File: src/lmt_defines.svh
// Constants for the LPC memory cycle target and its host controller.
// Assumes inclusion by bare name from design files.
`ifndef LMT_DEFINES_SVH
`define LMT_DEFINES_SVH
`define LMT_START_MEM 4'h0
`define LMT_ABORT_NIB 4'hf
`define LMT_TAR_NIB 4'hf
`define LMT_SYNC_READY 4'h0
`define LMT_KIND_MEM 2'h1
`define LMT_KIND_POS 3
`define LMT_DIR_POS 1
`define LMT_A22_POS 22
`define LMT_ID3_POS 23
`define LMT_ID20_HI 21
`define LMT_ID20_LO 19
`define LMT_ADDR_NIBS 3'h7
`endif

File: src/lmt_pkg.sv
// Types used by the target end of the LPC memory cycle link.
// Assumes the defines header is compiled alongside.
package lmt_pkg;
  typedef enum logic [9:0] {
    ST_IDLE = 10'h001,
    ST_KIND = 10'h002,
    ST_ADDR = 10'h004,
    ST_WDAT = 10'h008,
    ST_TAR0 = 10'h010,
    ST_TAR1 = 10'h020,
    ST_SYNC = 10'h040,
    ST_RDAT = 10'h080,
    ST_DTAR = 10'h100,
    ST_SKIP = 10'h200
  } lmt_state_t;
endpackage : lmt_pkg

File: src/lmt_bus_if.sv
// Interface carrying the LPC frame strobe and the shared nibble bus.
// Assumes the bench resolves the nibble wire from the output enables.
`timescale 1ns/1ps
`default_nettype none
interface lmt_bus_if;
  logic frame_n;
  logic [3:0] host_lad_o;
  logic host_lad_oe_n;
  logic [3:0] dev_lad_o;
  logic dev_lad_oe_n;
  logic [3:0] lad_i;
  modport host (output frame_n, output host_lad_o, output host_lad_oe_n,
    input lad_i);
  modport dev (input frame_n, output dev_lad_o, output dev_lad_oe_n,
    input lad_i);
endinterface : lmt_bus_if
`default_nettype wire

File: src/lmt_target.sv
// LPC memory cycle target: decodes single-byte reads and writes.
// Assumes one clock, bus levels synchronous, resolved nibble on lad_i.
`timescale 1ns/1ps
`default_nettype none
`include "lmt_defines.svh"
// Functional notes
// - Start field is last nibble with frame low
// - Start nibble 0000 marks memory cycle
// - Kind nibble: bits 3:2 01, bit1 write
// - Eight address nibbles, most significant first
// - Host drives ones clock 11 on read, then releases
// - Device drives from clock 13 read, 15 write
// - Read sync 0000 in clock 13
// - Read data low nibble 14, high 15
// - Write data low nibble 11, high 12
// - Host drives ones clock 13 on write
// - Write sync 0000 in clock 15
// - Device ones clock 16, host back 17 (on reads the target floats from clock 16, no ones)
// - Nibbles sampled on rising clock edge
// - Frame low mid-cycle terminates the cycle
// - Abort nibble returns interface to idle
// - Abort keeps command sequence progress intact
// - Host may repeat aborted cycle later
// - Address bit 22 selects array or registers
// - Identity bits must match strapped pins
// - Busy device completes cycles, skips writes
module lmt_target (
  input wire logic clk, // Bus clock
  input wire logic rstn, // Synchronous reset, active low
  lmt_bus_if.dev bus, // Frame and nibble bus
  input wire logic [3:0] strapped_identity_pins, // Device identity
  input wire logic busy, // Internal program or erase running
  input wire logic [7:0] rd_data, // Byte returned on reads
  output logic [31:0] acc_addr, // Address of last access
  output logic acc_array, // Access targets flash array
  output logic rd_stb, // Read fetch pulse
  output logic wr_stb, // Write pulse
  output logic [7:0] wr_data // Byte of last write, or read byte after a read
);
  lmt_pkg::lmt_state_t st_reg, st_next;
  logic [2:0] cnt_reg, cnt_next;
  logic wr_reg, wr_next;
  logic [31:0] addr_reg, addr_next;
  logic [7:0] data_reg, data_next;
  logic rd_stb_reg, rd_stb_next, wr_stb_reg, wr_stb_next;
  logic [3:0] lad_reg, lad_next;
  logic drv_reg, drv_next;

  // Identity bits carried in the address
  function automatic logic id_match(input logic [31:0] a,
                                    input logic [3:0] id);
    id_match = (a[`LMT_ID3_POS] == id[3]) &&
      (a[`LMT_ID20_HI:`LMT_ID20_LO] == id[2:0]);
  endfunction : id_match

  // Cycle timing, one nibble per clock, taken at the closing edge:
  //   clock 1 start, clock 2 kind and direction
  //   clocks 3 to 10 address, most significant nibble first
  //   read: 11 host ones, 12 float, 13 sync, 14 and 15 data
  //   write: 11 and 12 data, 13 host ones, 14 float
  //   write: 15 sync, 16 ones, then the host takes the bus back
  // Drive is planned one clock ahead in lad_next and drv_next,
  // so the target nibble is a flip-flop and never glitches; only the enable passes the frame gate.
  // A low frame overrides every state: that is both the start
  // detector and the abort path, and it leaves no partial cycle.
  // Write pulses are suppressed while busy, but the handshake
  // still completes so the host never stalls on a busy part.
  // Next state of the cycle decoder
  always_comb begin
    st_next = st_reg;
    cnt_next = cnt_reg;
    wr_next = wr_reg;
    addr_next = addr_reg;
    data_next = data_reg;
    rd_stb_next = 1'b0;
    wr_stb_next = 1'b0;
    lad_next = `LMT_TAR_NIB;
    drv_next = 1'b0;
    if (!bus.frame_n) begin
      // Abort nibble or any other: only this bus cycle ends
      st_next = (bus.lad_i == `LMT_START_MEM) ? lmt_pkg::ST_KIND :
        lmt_pkg::ST_IDLE;
    end else begin
      case (st_reg)
        // Waiting for a start nibble under a low frame
        lmt_pkg::ST_IDLE: st_next = lmt_pkg::ST_IDLE;
        // Kind and direction nibble
        lmt_pkg::ST_KIND: begin
          wr_next = bus.lad_i[`LMT_DIR_POS];
          cnt_next = 3'h0;
          st_next = (bus.lad_i[`LMT_KIND_POS -: 2] == `LMT_KIND_MEM) ?
            lmt_pkg::ST_ADDR : lmt_pkg::ST_IDLE;
        end
        // Address shift, identity checked on the last nibble
        lmt_pkg::ST_ADDR: begin
          addr_next = {addr_reg[27:0], bus.lad_i};
          cnt_next = cnt_reg + 3'h1;
          if (cnt_reg == `LMT_ADDR_NIBS) begin
            cnt_next = 3'h0;
            if (!id_match({addr_reg[27:0], bus.lad_i},
                strapped_identity_pins))
              st_next = lmt_pkg::ST_SKIP;
            else if (wr_reg)
              st_next = lmt_pkg::ST_WDAT;
            else begin
              st_next = lmt_pkg::ST_TAR0;
              rd_stb_next = 1'b1;
            end
          end
        end
        // Write data, low nibble first
        lmt_pkg::ST_WDAT: begin
          cnt_next = cnt_reg + 3'h1;
          if (cnt_reg == 3'h0)
            data_next[3:0] = bus.lad_i;
          else begin
            data_next[7:4] = bus.lad_i;
            st_next = lmt_pkg::ST_TAR0;
          end
        end
        // Host ones clock, bus still the host's
        lmt_pkg::ST_TAR0: st_next = lmt_pkg::ST_TAR1;
        // Float clock, target arms its drive
        lmt_pkg::ST_TAR1: begin
          st_next = lmt_pkg::ST_SYNC;
          drv_next = 1'b1;
          lad_next = `LMT_SYNC_READY;
        end
        // Sync on the bus, plan data or closing ones
        lmt_pkg::ST_SYNC: begin
          cnt_next = 3'h0;
          drv_next = 1'b1;
          if (wr_reg) begin
            st_next = lmt_pkg::ST_DTAR;
            lad_next = `LMT_TAR_NIB;
            wr_stb_next = !busy;
          end else begin
            st_next = lmt_pkg::ST_RDAT;
            lad_next = data_reg[3:0];
          end
        end
        // Low nibble on the bus, plan the high one
        lmt_pkg::ST_RDAT: begin
          st_next = lmt_pkg::ST_IDLE;
          drv_next = 1'b1;
          lad_next = data_reg[7:4];
        end
        // Closing ones on the bus, released after this clock
        lmt_pkg::ST_DTAR: st_next = lmt_pkg::ST_IDLE;
        // Other device's cycle: silent until the next frame
        lmt_pkg::ST_SKIP: st_next = lmt_pkg::ST_SKIP;
        // Illegal code: recover to idle
        default: st_next = lmt_pkg::ST_IDLE;
      endcase
    end
  end

  // The fetch pulse stands in clock 11; the byte source has
  // that clock to answer, and the byte is taken at its end.
  // The byte moves to the data register in the float clock,
  // in time to be driven as the low nibble of clock 14.
  // Read byte captured at the edge that ends the fetch pulse
  logic [7:0] rdat_reg;
  always_ff @(posedge clk) begin
    if (!rstn) rdat_reg <= 8'h00;
    else if (rd_stb_reg) rdat_reg <= rd_data;
  end

  // State registers
  always_ff @(posedge clk) begin
    if (!rstn) begin
      st_reg <= lmt_pkg::ST_IDLE;
      cnt_reg <= 3'h0;
      wr_reg <= 1'b0;
      addr_reg <= 32'h0000_0000;
      data_reg <= 8'h00;
      rd_stb_reg <= 1'b0;
      wr_stb_reg <= 1'b0;
      lad_reg <= 4'hf;
      drv_reg <= 1'b0;
    end else begin
      st_reg <= st_next;
      cnt_reg <= cnt_next;
      wr_reg <= wr_next;
      addr_reg <= addr_next;
      data_reg <= (st_reg == lmt_pkg::ST_TAR1 && !wr_reg) ? rdat_reg :
        data_next;
      rd_stb_reg <= rd_stb_next;
      wr_stb_reg <= wr_stb_next;
      lad_reg <= lad_next;
      drv_reg <= drv_next;
    end
  end

  // The frame gate is the only combinational path to the bus
  // enable, so a host abort never meets a driving target.
  // Access outputs hold the last decoded cycle until the next
  // address phase overwrites them.
  // Bus drive, released at once when the frame drops
  assign bus.dev_lad_o = lad_reg;
  assign bus.dev_lad_oe_n = !(drv_reg && bus.frame_n);
  assign acc_addr = addr_reg;
  assign acc_array = addr_reg[`LMT_A22_POS];
  assign rd_stb = rd_stb_reg;
  assign wr_stb = wr_stb_reg;
  assign wr_data = data_reg;
endmodule : lmt_target
`default_nettype wire

File: src/flat_wrapper.sv
// flat-port wrapper written by rule: the top's interface ports become plain ports
module lmt_target_flat 
  (clk, rstn, strapped_identity_pins, busy, rd_data, acc_addr, acc_array, rd_stb, wr_stb, wr_data, bus_frame_n, bus_dev_lad_o, bus_dev_lad_oe_n, bus_lad_i);
  lmt_bus_if bus_i ();
  input wire logic clk;
  input wire logic rstn;
  input wire logic [3:0] strapped_identity_pins;
  input wire logic busy;
  input wire logic [7:0] rd_data;
  output logic [31:0] acc_addr;
  output logic acc_array;
  output logic rd_stb;
  output logic wr_stb;
  output logic [7:0] wr_data;
  input wire logic [$bits(bus_i.frame_n)-1:0] bus_frame_n;
  output wire logic [$bits(bus_i.dev_lad_o)-1:0] bus_dev_lad_o;
  output wire logic [$bits(bus_i.dev_lad_oe_n)-1:0] bus_dev_lad_oe_n;
  input wire logic [$bits(bus_i.lad_i)-1:0] bus_lad_i;
  assign bus_i.frame_n = bus_frame_n;
  assign bus_dev_lad_o = bus_i.dev_lad_o;
  assign bus_dev_lad_oe_n = bus_i.dev_lad_oe_n;
  assign bus_i.lad_i = bus_lad_i;
  lmt_target u_core (.clk(clk), .rstn(rstn), .bus(bus_i), .strapped_identity_pins(strapped_identity_pins), .busy(busy), .rd_data(rd_data), .acc_addr(acc_addr), .acc_array(acc_array), .rd_stb(rd_stb), .wr_stb(wr_stb), .wr_data(wr_data));
endmodule
File: config.mk
export PLATFORM = sky130hd
export DESIGN_NAME = lmt_target_flat
export DESIGN_NICKNAME = d
export VERILOG_FILES = /design/src/lmt_pkg.sv /design/src/lmt_bus_if.sv /design/src/lmt_target.sv /design/src/flat_wrapper.sv
export VERILOG_INCLUDE_DIRS = /design/src /design/src/src
export SDC_FILE = /design/constraint.sdc
export NUM_CORES = 1
export LEC_CHECK = 0
export BUFFER_PORTS_ARGS = -buffer_cell sky130_fd_sc_hd__buf_2
export CORE_UTILIZATION = 57
export CTS_CLUSTER_SIZE = 16
export DETAILED_ROUTE_END_ITERATION = 8
export GPL_TIMING_DRIVEN = 0
export MAX_ROUTING_LAYER = met4
export PLACE_DENSITY_LB_ADDON = 0.08
export SYNTH_ARGS = -nofsm -noshare
export SYNTH_HDL_FRONTEND = slang
export SYNTH_SLANG_ARGS = --single-unit
File: constraint.sdc
create_clock -name clk -period 3.35 [get_ports clk]
set_input_delay 0.5025 -clock clk [delete_from_list [all_inputs] [get_ports clk]]
set_output_delay 0.5025 -clock clk [all_outputs]
set_load 0.02 [all_outputs]
* After elaboration in Yosys (flattened, before gate mapping)
Index checks and enable logic that the tools add are counted.
** Word-level totals
- Bits in registers :: 69
- Output and inout port bits :: 48
** Operators by class
- Add/subtract/negate cells :: 1
- Equality and inequality tests :: 15
- Muxes and demuxes :: 20
- Reduce and logical (&&, ||, !) cells :: 23
** Operator list (count)
- $pmux 10 s7 :: 1
- $mux 10 :: 4
- $mux 8 :: 3
- $mux 4 :: 3
- $pmux 4 s3 :: 1
- $eq 10x10->1 const B :: 1
- $eq 10x2->1 const B :: 1
- $eq 10x3->1 const B :: 1
- $eq 10x4->1 const B :: 1
- $eq 10x5->1 const B :: 1
- $eq 10x6->1 const B :: 1
- $eq 10x7->1 const B :: 1
- $eq 10x8->1 const B :: 1
- $reduce_and 2->1 :: 5
- $mux 9 :: 1
- $pmux 3 s3 :: 1
- $mux 3 :: 2
- $reduce_and 3->1 :: 2
- $reduce_bool 2->1 :: 3
- $mux 5 :: 1
- $reduce_and 5->1 :: 1
- $logic_not 4->1 :: 1
- $reduce_and 4->1 :: 1
- $add 3x1->3 const B :: 1
- 15 further kinds :: 20

* Logic depth before layout (Yosys ltp)
Gate-level depths: netlist (run 1).
- Depth after elaboration :: 6
- Depth in mapped cells :: 7
- Mapped depth without buffers :: 6

* Worst setup path after synthesis (run 1)
Ideal clock, no wire load.
- Path kind :: input-to-output
- Start point :: input bus_frame_n
- End point :: output bus_dev_lad_oe_n
- Arrival :: 1.223 ns
- Required time :: 2.847 ns
- Path slack :: 1.624 ns
- Cell stages on the path :: 3
- Cell sequence :: clkbuf_1 buf_1 nand2_1
** On the way
- Cells in the longest elaborated chain, start to end :: 2
** RTL lines
- start: declaration :: RTL line flat_wrapper.sv:15 : input wire logic [$bits(bus_i.frame_n)-1:0] bus_frame_n;
- $logic_and 1x1->1 :: RTL line lmt_target.sv:201 : assign bus.dev_lad_oe_n = !(drv_reg && bus.frame_n);
- $logic_not 1->1 :: RTL line lmt_target.sv:201
- end: declaration :: RTL line flat_wrapper.sv:17 : output wire logic [$bits(bus_i.dev_lad_oe_n)-1:0] bus_dev_lad_oe_n;
Every way passes these cells.

* Worst setup path in the final report (run 1)
Same ends and word-level chain as after synthesis.

==> impl_results.md, run 1 <==
* Top-count cell post-synth: nand2_1
* Hold Crit Class: in -> reg
* Post-DP Area at approximately 3400 sq um
* Ys Warns at 0
* Root Buffer Master: clkbuf_8
* WS Path Type: in -> out
* Max Freq at slightly below 500 MHz
* Post-CTS Resized at 0
* CP startpoint kind: input port
* Layout Nets at 452
* Final count of negative-setup-slack endpoints at 0
* Rows at 25
* GRT Util Overall at 0.2890
* RSZ-0062 raised after global routing: false
* Placed cells at roughly 490
* Maximum vdd ir drop at roughly 310 uV
* DR DRC count at 0
* Synth Register Bits at 69
* CP arrival at approximately 1500 ps
* Cell taking the most area after synthesis: dfxtp_1
* IO Port Bufs at between 60 and 70
* Total CTS buffers at 9
* Setup crit end kind: output pin
* Buf/Inv on CP at 3
* Bufs on Longest Clock Path at 2
* Sink Count at 69
* Worst hold slack at around 320 ps
* ANT cells at 0
* Via count at between 2,000 and 3,000
* Fin. max-slew vios at 0
* Place WS at 1326 ps
* Worst EP required at 2850 ps
* Placer Congestion at ~0.94
* Leakage at roughly 1.5 nW
* Crit share post-route at 0.6068
* Mapped cell area at a little under 3000 sq um
* First-pass GRT wire length at approximately 12,000 um
* Worst Tran Pin Value at roughly 800 ps
* Final Hold Fails at 0
* Initial DRC Count at 213
* Clk Latency, worst-skew pair at around 340 ps
* Average cell area after synthesis at around 8.4 sq um
* Rel. slew slack at 0.4704
* Core area at slightly below 5000 sq um
* Starting Density at 0.6114
* H-tree Lvls at 3
* Crit path largest cell delay at 450 ps
* Die area at 5492 sq um
* Pwr Density at ~440 nW/um^2
* CP top delay family: buffers and inverters
* Final WL at a little over 7000 um
* Post-synthesis sequential area ratio at 0.4660
* Largest register FFs at 32
* Gr ovfl total at 0
* Cells after Synth at 352
* Via count of the first global-routing pass at approximately 2,400
* Clk_skew at 8.105 ps
* Post-synth top cells: nand2_1 (84), dfxtp_1 (69), a21oi_1 (45)
* CTS tree: built
* Final HPWL DP at 5217 um
* Main flop type after synthesis: dfxtp_1
* Post-CTS Setup Bufs at 0
* Setup ws final at 1317 ps
* DR pass1 iterations at 5
* Asr flop ratio synth at 0
* Routed len/inst at between 10 and 15 um
* Die X at around 74 um
* Vias per inst at ~5.6
* Worst-path cell chain: clkbuf_1 > buf_1 > nand2_1 > buf_2
* Worst-path clk slew at roughly 70 ps
* EDFF count, synth at 0
* Cell variety after synth at 42
* I/O pin total at 68
* Initial antenna violation count at 0
* Top cells by area, synth: dfxtp_1 (47%), nand2_1 (11%), a21oi_1 (7.6%), mux2i_1 (4.1%), nor4_4 (2.2%)
* Die Span Y at 74.11 um
* Top cell type's share of synthesized area at 0.4660
* CP max-delay cell: buf_1
* Maximum net fanout on the critical path at 10
* Area grow syn2layout at 21.19%
* Hold Buf Count CTS at 0
* TNS Setup at 0 ps
* Pin count of the biggest net entering global routing at 12
* Antenna Nets Post-Route at 0
* Final instance area at approximately 3600 sq um
* Max_cap viols at 0
* Fin crit period at between 2000 and 2500 ps
* Status: completed
* Non-Filler Instances at 500
* Ratio of cells with drive above 1 in the final layout at 0.2263
* Mapped Nets at approximately 380
-- routing by layer --
metal | vias up | global-route usage | wire (um)
met4 | 0 | 0.1432 | 165
li1 | 1383 | - | -
met5 | - | - | 0
met2 | 129 | 0.4051 | 3066
met1 | 1293 | 0.3990 | 3391
met3 | 15 | 0.04878 | 535
-- worst paths after layout --
check,from,end,slack (ps),cells past startpoint
worst max register to register,u_core.st_reg[1]$_SDFFE_PN0P_,u_core.wr_data[2]$_SDFFE_PN0P_,1430,7
worst max-delay path,bus_frame_n,bus_dev_lad_oe_n,1320,4
worst min register to register,u_core.acc_addr[30]$_SDFFE_PN0P_,u_core.acc_addr[30]$_SDFFE_PN0P_,450,2
worst min-delay path,busy,u_core.wr_stb$_SDFF_PN0_,320,2
-- cell type report --
cell class                      instances  area, sq um
Buffer                                 25        112.6
Clock buffer                           11        141.4
Clock inverter                          4        72.57
Fill cell                             417         1256
Inverter                                4        15.01
Multi-Input combinational cell        254         1455
Sequential cell                        69         1381
Tap cell                               67        83.83
Timing Repair Buffer                   66        330.3
-- power breakdown --
| part | switching, mW | internal, mW |
|---|---|---|
| Clock | 0.294 | 0.434 |
| Sequential | 0.000167 | 0.820 |
| Combinational | 0.0321 | 0.0155 |
| Total | 0.326 | 1.27 |
-- kinds of logic (layout without fill, tap and decap cells) --
logic type               count (synthesis)  after routing  share of synthesized area
adder cells (fa/ha/maj)                  3              3                    0.01266
flip-flops                              69             69                     0.4660
AND/OR/NAND/NOR                        154            154                     0.2630
multiplexers                            12             12                    0.04053
buffers and inverters                   29            110                    0.04305
XOR/XNOR                                 7              7                    0.02068
AO/OA/AOI/OAI                           78             78                     0.1541
-- through the flow --
stage	total power, mW	util
floorplan	0.8624	-
global placement	0.8855	0.6968
detailed placement	0.8855	0.6968
CTS	1.606	0.7409
global route	1.640	0.7409
finish	1.596	0.7409
-- cells in the final DEF, fill, tap and decap left out, types with 2 or more instances in the layout --
| cell type | count |
|---|---|
| nand2_1 | 84 |
| buf_2 | 75 |
| dfxtp_1 | 69 |
| a21oi_1 | 45 |
| nor2_1 | 15 |
| clkbuf_1 | 14 |
| o21ai_0 | 12 |
| mux2i_1 | 12 |
| clkbuf_8 | 10 |
| nand3_1 | 9 |
| nand4_1 | 7 |
| nor3_1 | 5 |
| xnor2_1 | 5 |
| inv_1 | 4 |
| nor2b_1 | 4 |
| nand2b_1 | 4 |
| a211oi_1 | 4 |
| a2bb2oi_1 | 4 |
| a311oi_1 | 4 |
| nor4_4 | 3 |
| and3_1 | 3 |
| nor4_1 | 3 |
| ha_1 | 3 |
| nand4_2 | 2 |
| and2_1 | 2 |
| xor2_1 | 2 |
| o211ai_1 | 2 |
| o22ai_1 | 2 |
| buf_4 | 2 |
| nor4b_1 | 2 |
| nor3b_1 | 2 |
| o2111ai_1 | 2 |
| or4_1 | 2 |
| and3b_1 | 2 |
| bufinv_16 | 2 |
-- worst reg2reg max path: stages, from the launching register on --
cell,delay [ps]
dfxtp_1,300
buf_2,180
nor4_4,400
buf_4,260
nand3_1,150
clkbuf_1,250
o21ai_0,200
a21oi_1,70
No activity file was read; power rests on OpenSTA's default activity.
==> run 2, diff against run 1 <==
--- a/config.mk
+++ b/config.mk
@@ -7,7 +7,7 @@
 export NUM_CORES = 1
 export LEC_CHECK = 0
 export BUFFER_PORTS_ARGS = -buffer_cell sky130_fd_sc_hd__buf_2
-export CORE_UTILIZATION = 57
+export CORE_UTILIZATION = 48
 export CTS_CLUSTER_SIZE = 16
 export DETAILED_ROUTE_END_ITERATION = 8
 export GPL_TIMING_DRIVEN = 0
==> constraint.sdc (replaced) <==
create_clock -name clk -period 1.7 [get_ports clk]
set_input_delay 0.255 -clock clk [delete_from_list [all_inputs] [get_ports clk]]
set_output_delay 0.255 -clock clk [all_outputs]
set_load 0.02 [all_outputs]
==> impl_results.md, run 2 (synthesis results as in run 1) <==
* Worst Tran Pin Value at 534.0 ps
* Sink Count at 69
* Uppermost routed layer: met4
* Antenna Nets Post-Route at 0
* Final Hold Fails at 0
* Final HPWL DP at between 5000 and 6000 um
* Total power draw at 2.942 mW
* TNS Setup at 0 ps
* Maximum net fanout on the critical path at 4
* Sw frac at 0.2338
* Worst-path clk slew at approximately 70 ps
* WS Path Type: reg -> reg
* Vias per inst at 5.484
* CP arrival at between 1500 and 2000 ps
* ANT cells at 0
* Die X at 80.58 um
* Starting Density at 0.4977
* Rel. slew slack at 0.6440
* First-pass GRT wire length at about 12,000 um
* Worst hold slack at 69.37 ps
* Hold Buf Count CTS at 0
* Routed len/inst at around 15 um
* Setup crit end kind: flip-flop
* Register area at roughly 1400 sq um
* Most common cell after layout, fill and taps aside: nand2_1
* Largest register FFs at 32
* Clk Latency, worst-skew pair at 340 ps
* RSZ-0062 raised after global routing: true
* I/O pin total at 68
* H-tree Lvls at 3
* NetSw at 0.6879 mW
* Hold Crit Class: in -> reg
* Pwr Density at approximately 780 nW/um^2
* DR DRC count at 0
* Met3 wire length at approximately 540 um
* Post-DP Area at 3388 sq um
* Final instance area at between 3000 and 4000 sq um
* Root Buffer Master: clkbuf_8
* Status: completed
* Comb power frac at 0.035
* Met2 WL at 3184 um
* Fin. max-slew vios at 0
* Maximum vdd ir drop at 537.9 uV
* Die Span Y at 80.58 um
* Final count of negative-setup-slack endpoints at 0
* Leakage at ~1.5 nW
* Area grow syn2layout at 27.78%
* Placer Congestion at around 0.9
* CTS tree: built
* Ratio of cells with drive above 1 in the final layout at 0.3089
* Via count at around 2,800
* GRT Util Overall at 0.2474
* Final WL at around 7600 um
* Sequential group share of total power at 0.548
* Rows at 28
* Pin count of the biggest net entering global routing at 13
* Commonest cells after routing, fill and taps aside: nand2_1 (84), buf_2 (66), dfxtp_1 (61)
* Core area at slightly below 6000 sq um
* Bufs on Longest Clock Path at 2
* Clock share of power at 0.417
* Filler cell count at 550
* Fin crit period at about 1700 ps
* CP startpoint kind: flip-flop
* Max Freq at between 600 and 700 MHz
* Die area at about 6500 sq um
* Layout Nets at about 460
* Initial DRC Count at 152
* Max_cap viols at 0
* Via count of the first global-routing pass at 2,527
* Gr ovfl total at 0
* DRT met1 WL at 3627 um
* IO Port Bufs at 66
* Crit share post-route at 0.9732
* Internal at roughly 2.3 mW
* DR pass1 iterations at 4
* Initial antenna violation count at 0
* Total CTS buffers at 9
* Worst EP required at 1970 ps
* Multi-input logic area at about 1600 sq um
* Clk_skew at between 10 and 15 ps
run 2: cell types whose count changed in the layout (fill, tap and decap cells not counted), moves of 6 or more:
cell	change
a21oi_2	+6
buf_2	-9
dfxtp_1	-8
a21oi_1	-6
run 2: layout make-up:
cell class,count,area share
Timing Repair Buffer,72,0.1001
Tap cell,75,0.02478
Buffer,22,0.03766
Sequential cell,69,0.3693
Clock buffer,11,0.03997
Inverter,4,0.003964
Multi-Input combinational cell,254,0.4149
Clock inverter,5,0.009250
run 2: critical path, stage by stage (launching register included):
cell and delay [ps]:
dfxtp_2 350, nor4_4 330, buf_4 210, nand2_1 80, or4_4 510, a21oi_2 110
run 2: repair_timing:
item                                    in CTS  in global routing
gates resized for setup                     13                 44
endpoints found under the setup margin      56                 51
pin swaps                                    5                 12
setup buffers                                4                  2
run 2: final timing paths:
kind,start,end,slack [ps],depth (start not counted)
hold reg to reg,u_core.acc_addr[28]$_SDFFE_PN0P_,u_core.acc_addr[28]$_SDFFE_PN0P_,450,2
setup reg to reg,u_core.st_reg[0]$_SDFFE_PN1P_,u_core.st_reg[4]$_SDFFE_PN0P_,50,5
setup / recovery,u_core.st_reg[0]$_SDFFE_PN1P_,u_core.st_reg[4]$_SDFFE_PN0P_,50,5
hold / removal,busy,u_core.wr_stb$_SDFF_PN0_,70,2
run 2: power by group through the flow:
stage | sequential [mW] | clock [mW] | combinational [mW]
3_3_place_gp | 1.65 | 0 | 0.0918
5_1_grt | 1.61 | 1.33 | 0.112
4_1_cts | 1.62 | 1.25 | 0.0980
2_1_floorplan | 1.65 | 0 | 0.0461
6_report | 1.61 | 1.23 | 0.103
3_5_place_dp | 1.65 | 0 | 0.0920
run 2: per-layer routing:
metal	track usage	up-vias
met1	0.3336	1263
met2	0.3500	129
met3	0.04886	25
li1	-	1391
met4	0.1232	0
met5	-	-
run 2: through the flow:
step / setup slack, ps / cells / util
floorplan: 88.03 / 352 / -
global placement: -204.9 / 493 / 0.5689
detailed placement: -232.1 / 493 / 0.5689
CTS: -33.26 / 512 / 0.6132
global route: -38.45 / 512 / 0.6359
finish: 45.57 / 512 / 0.6359
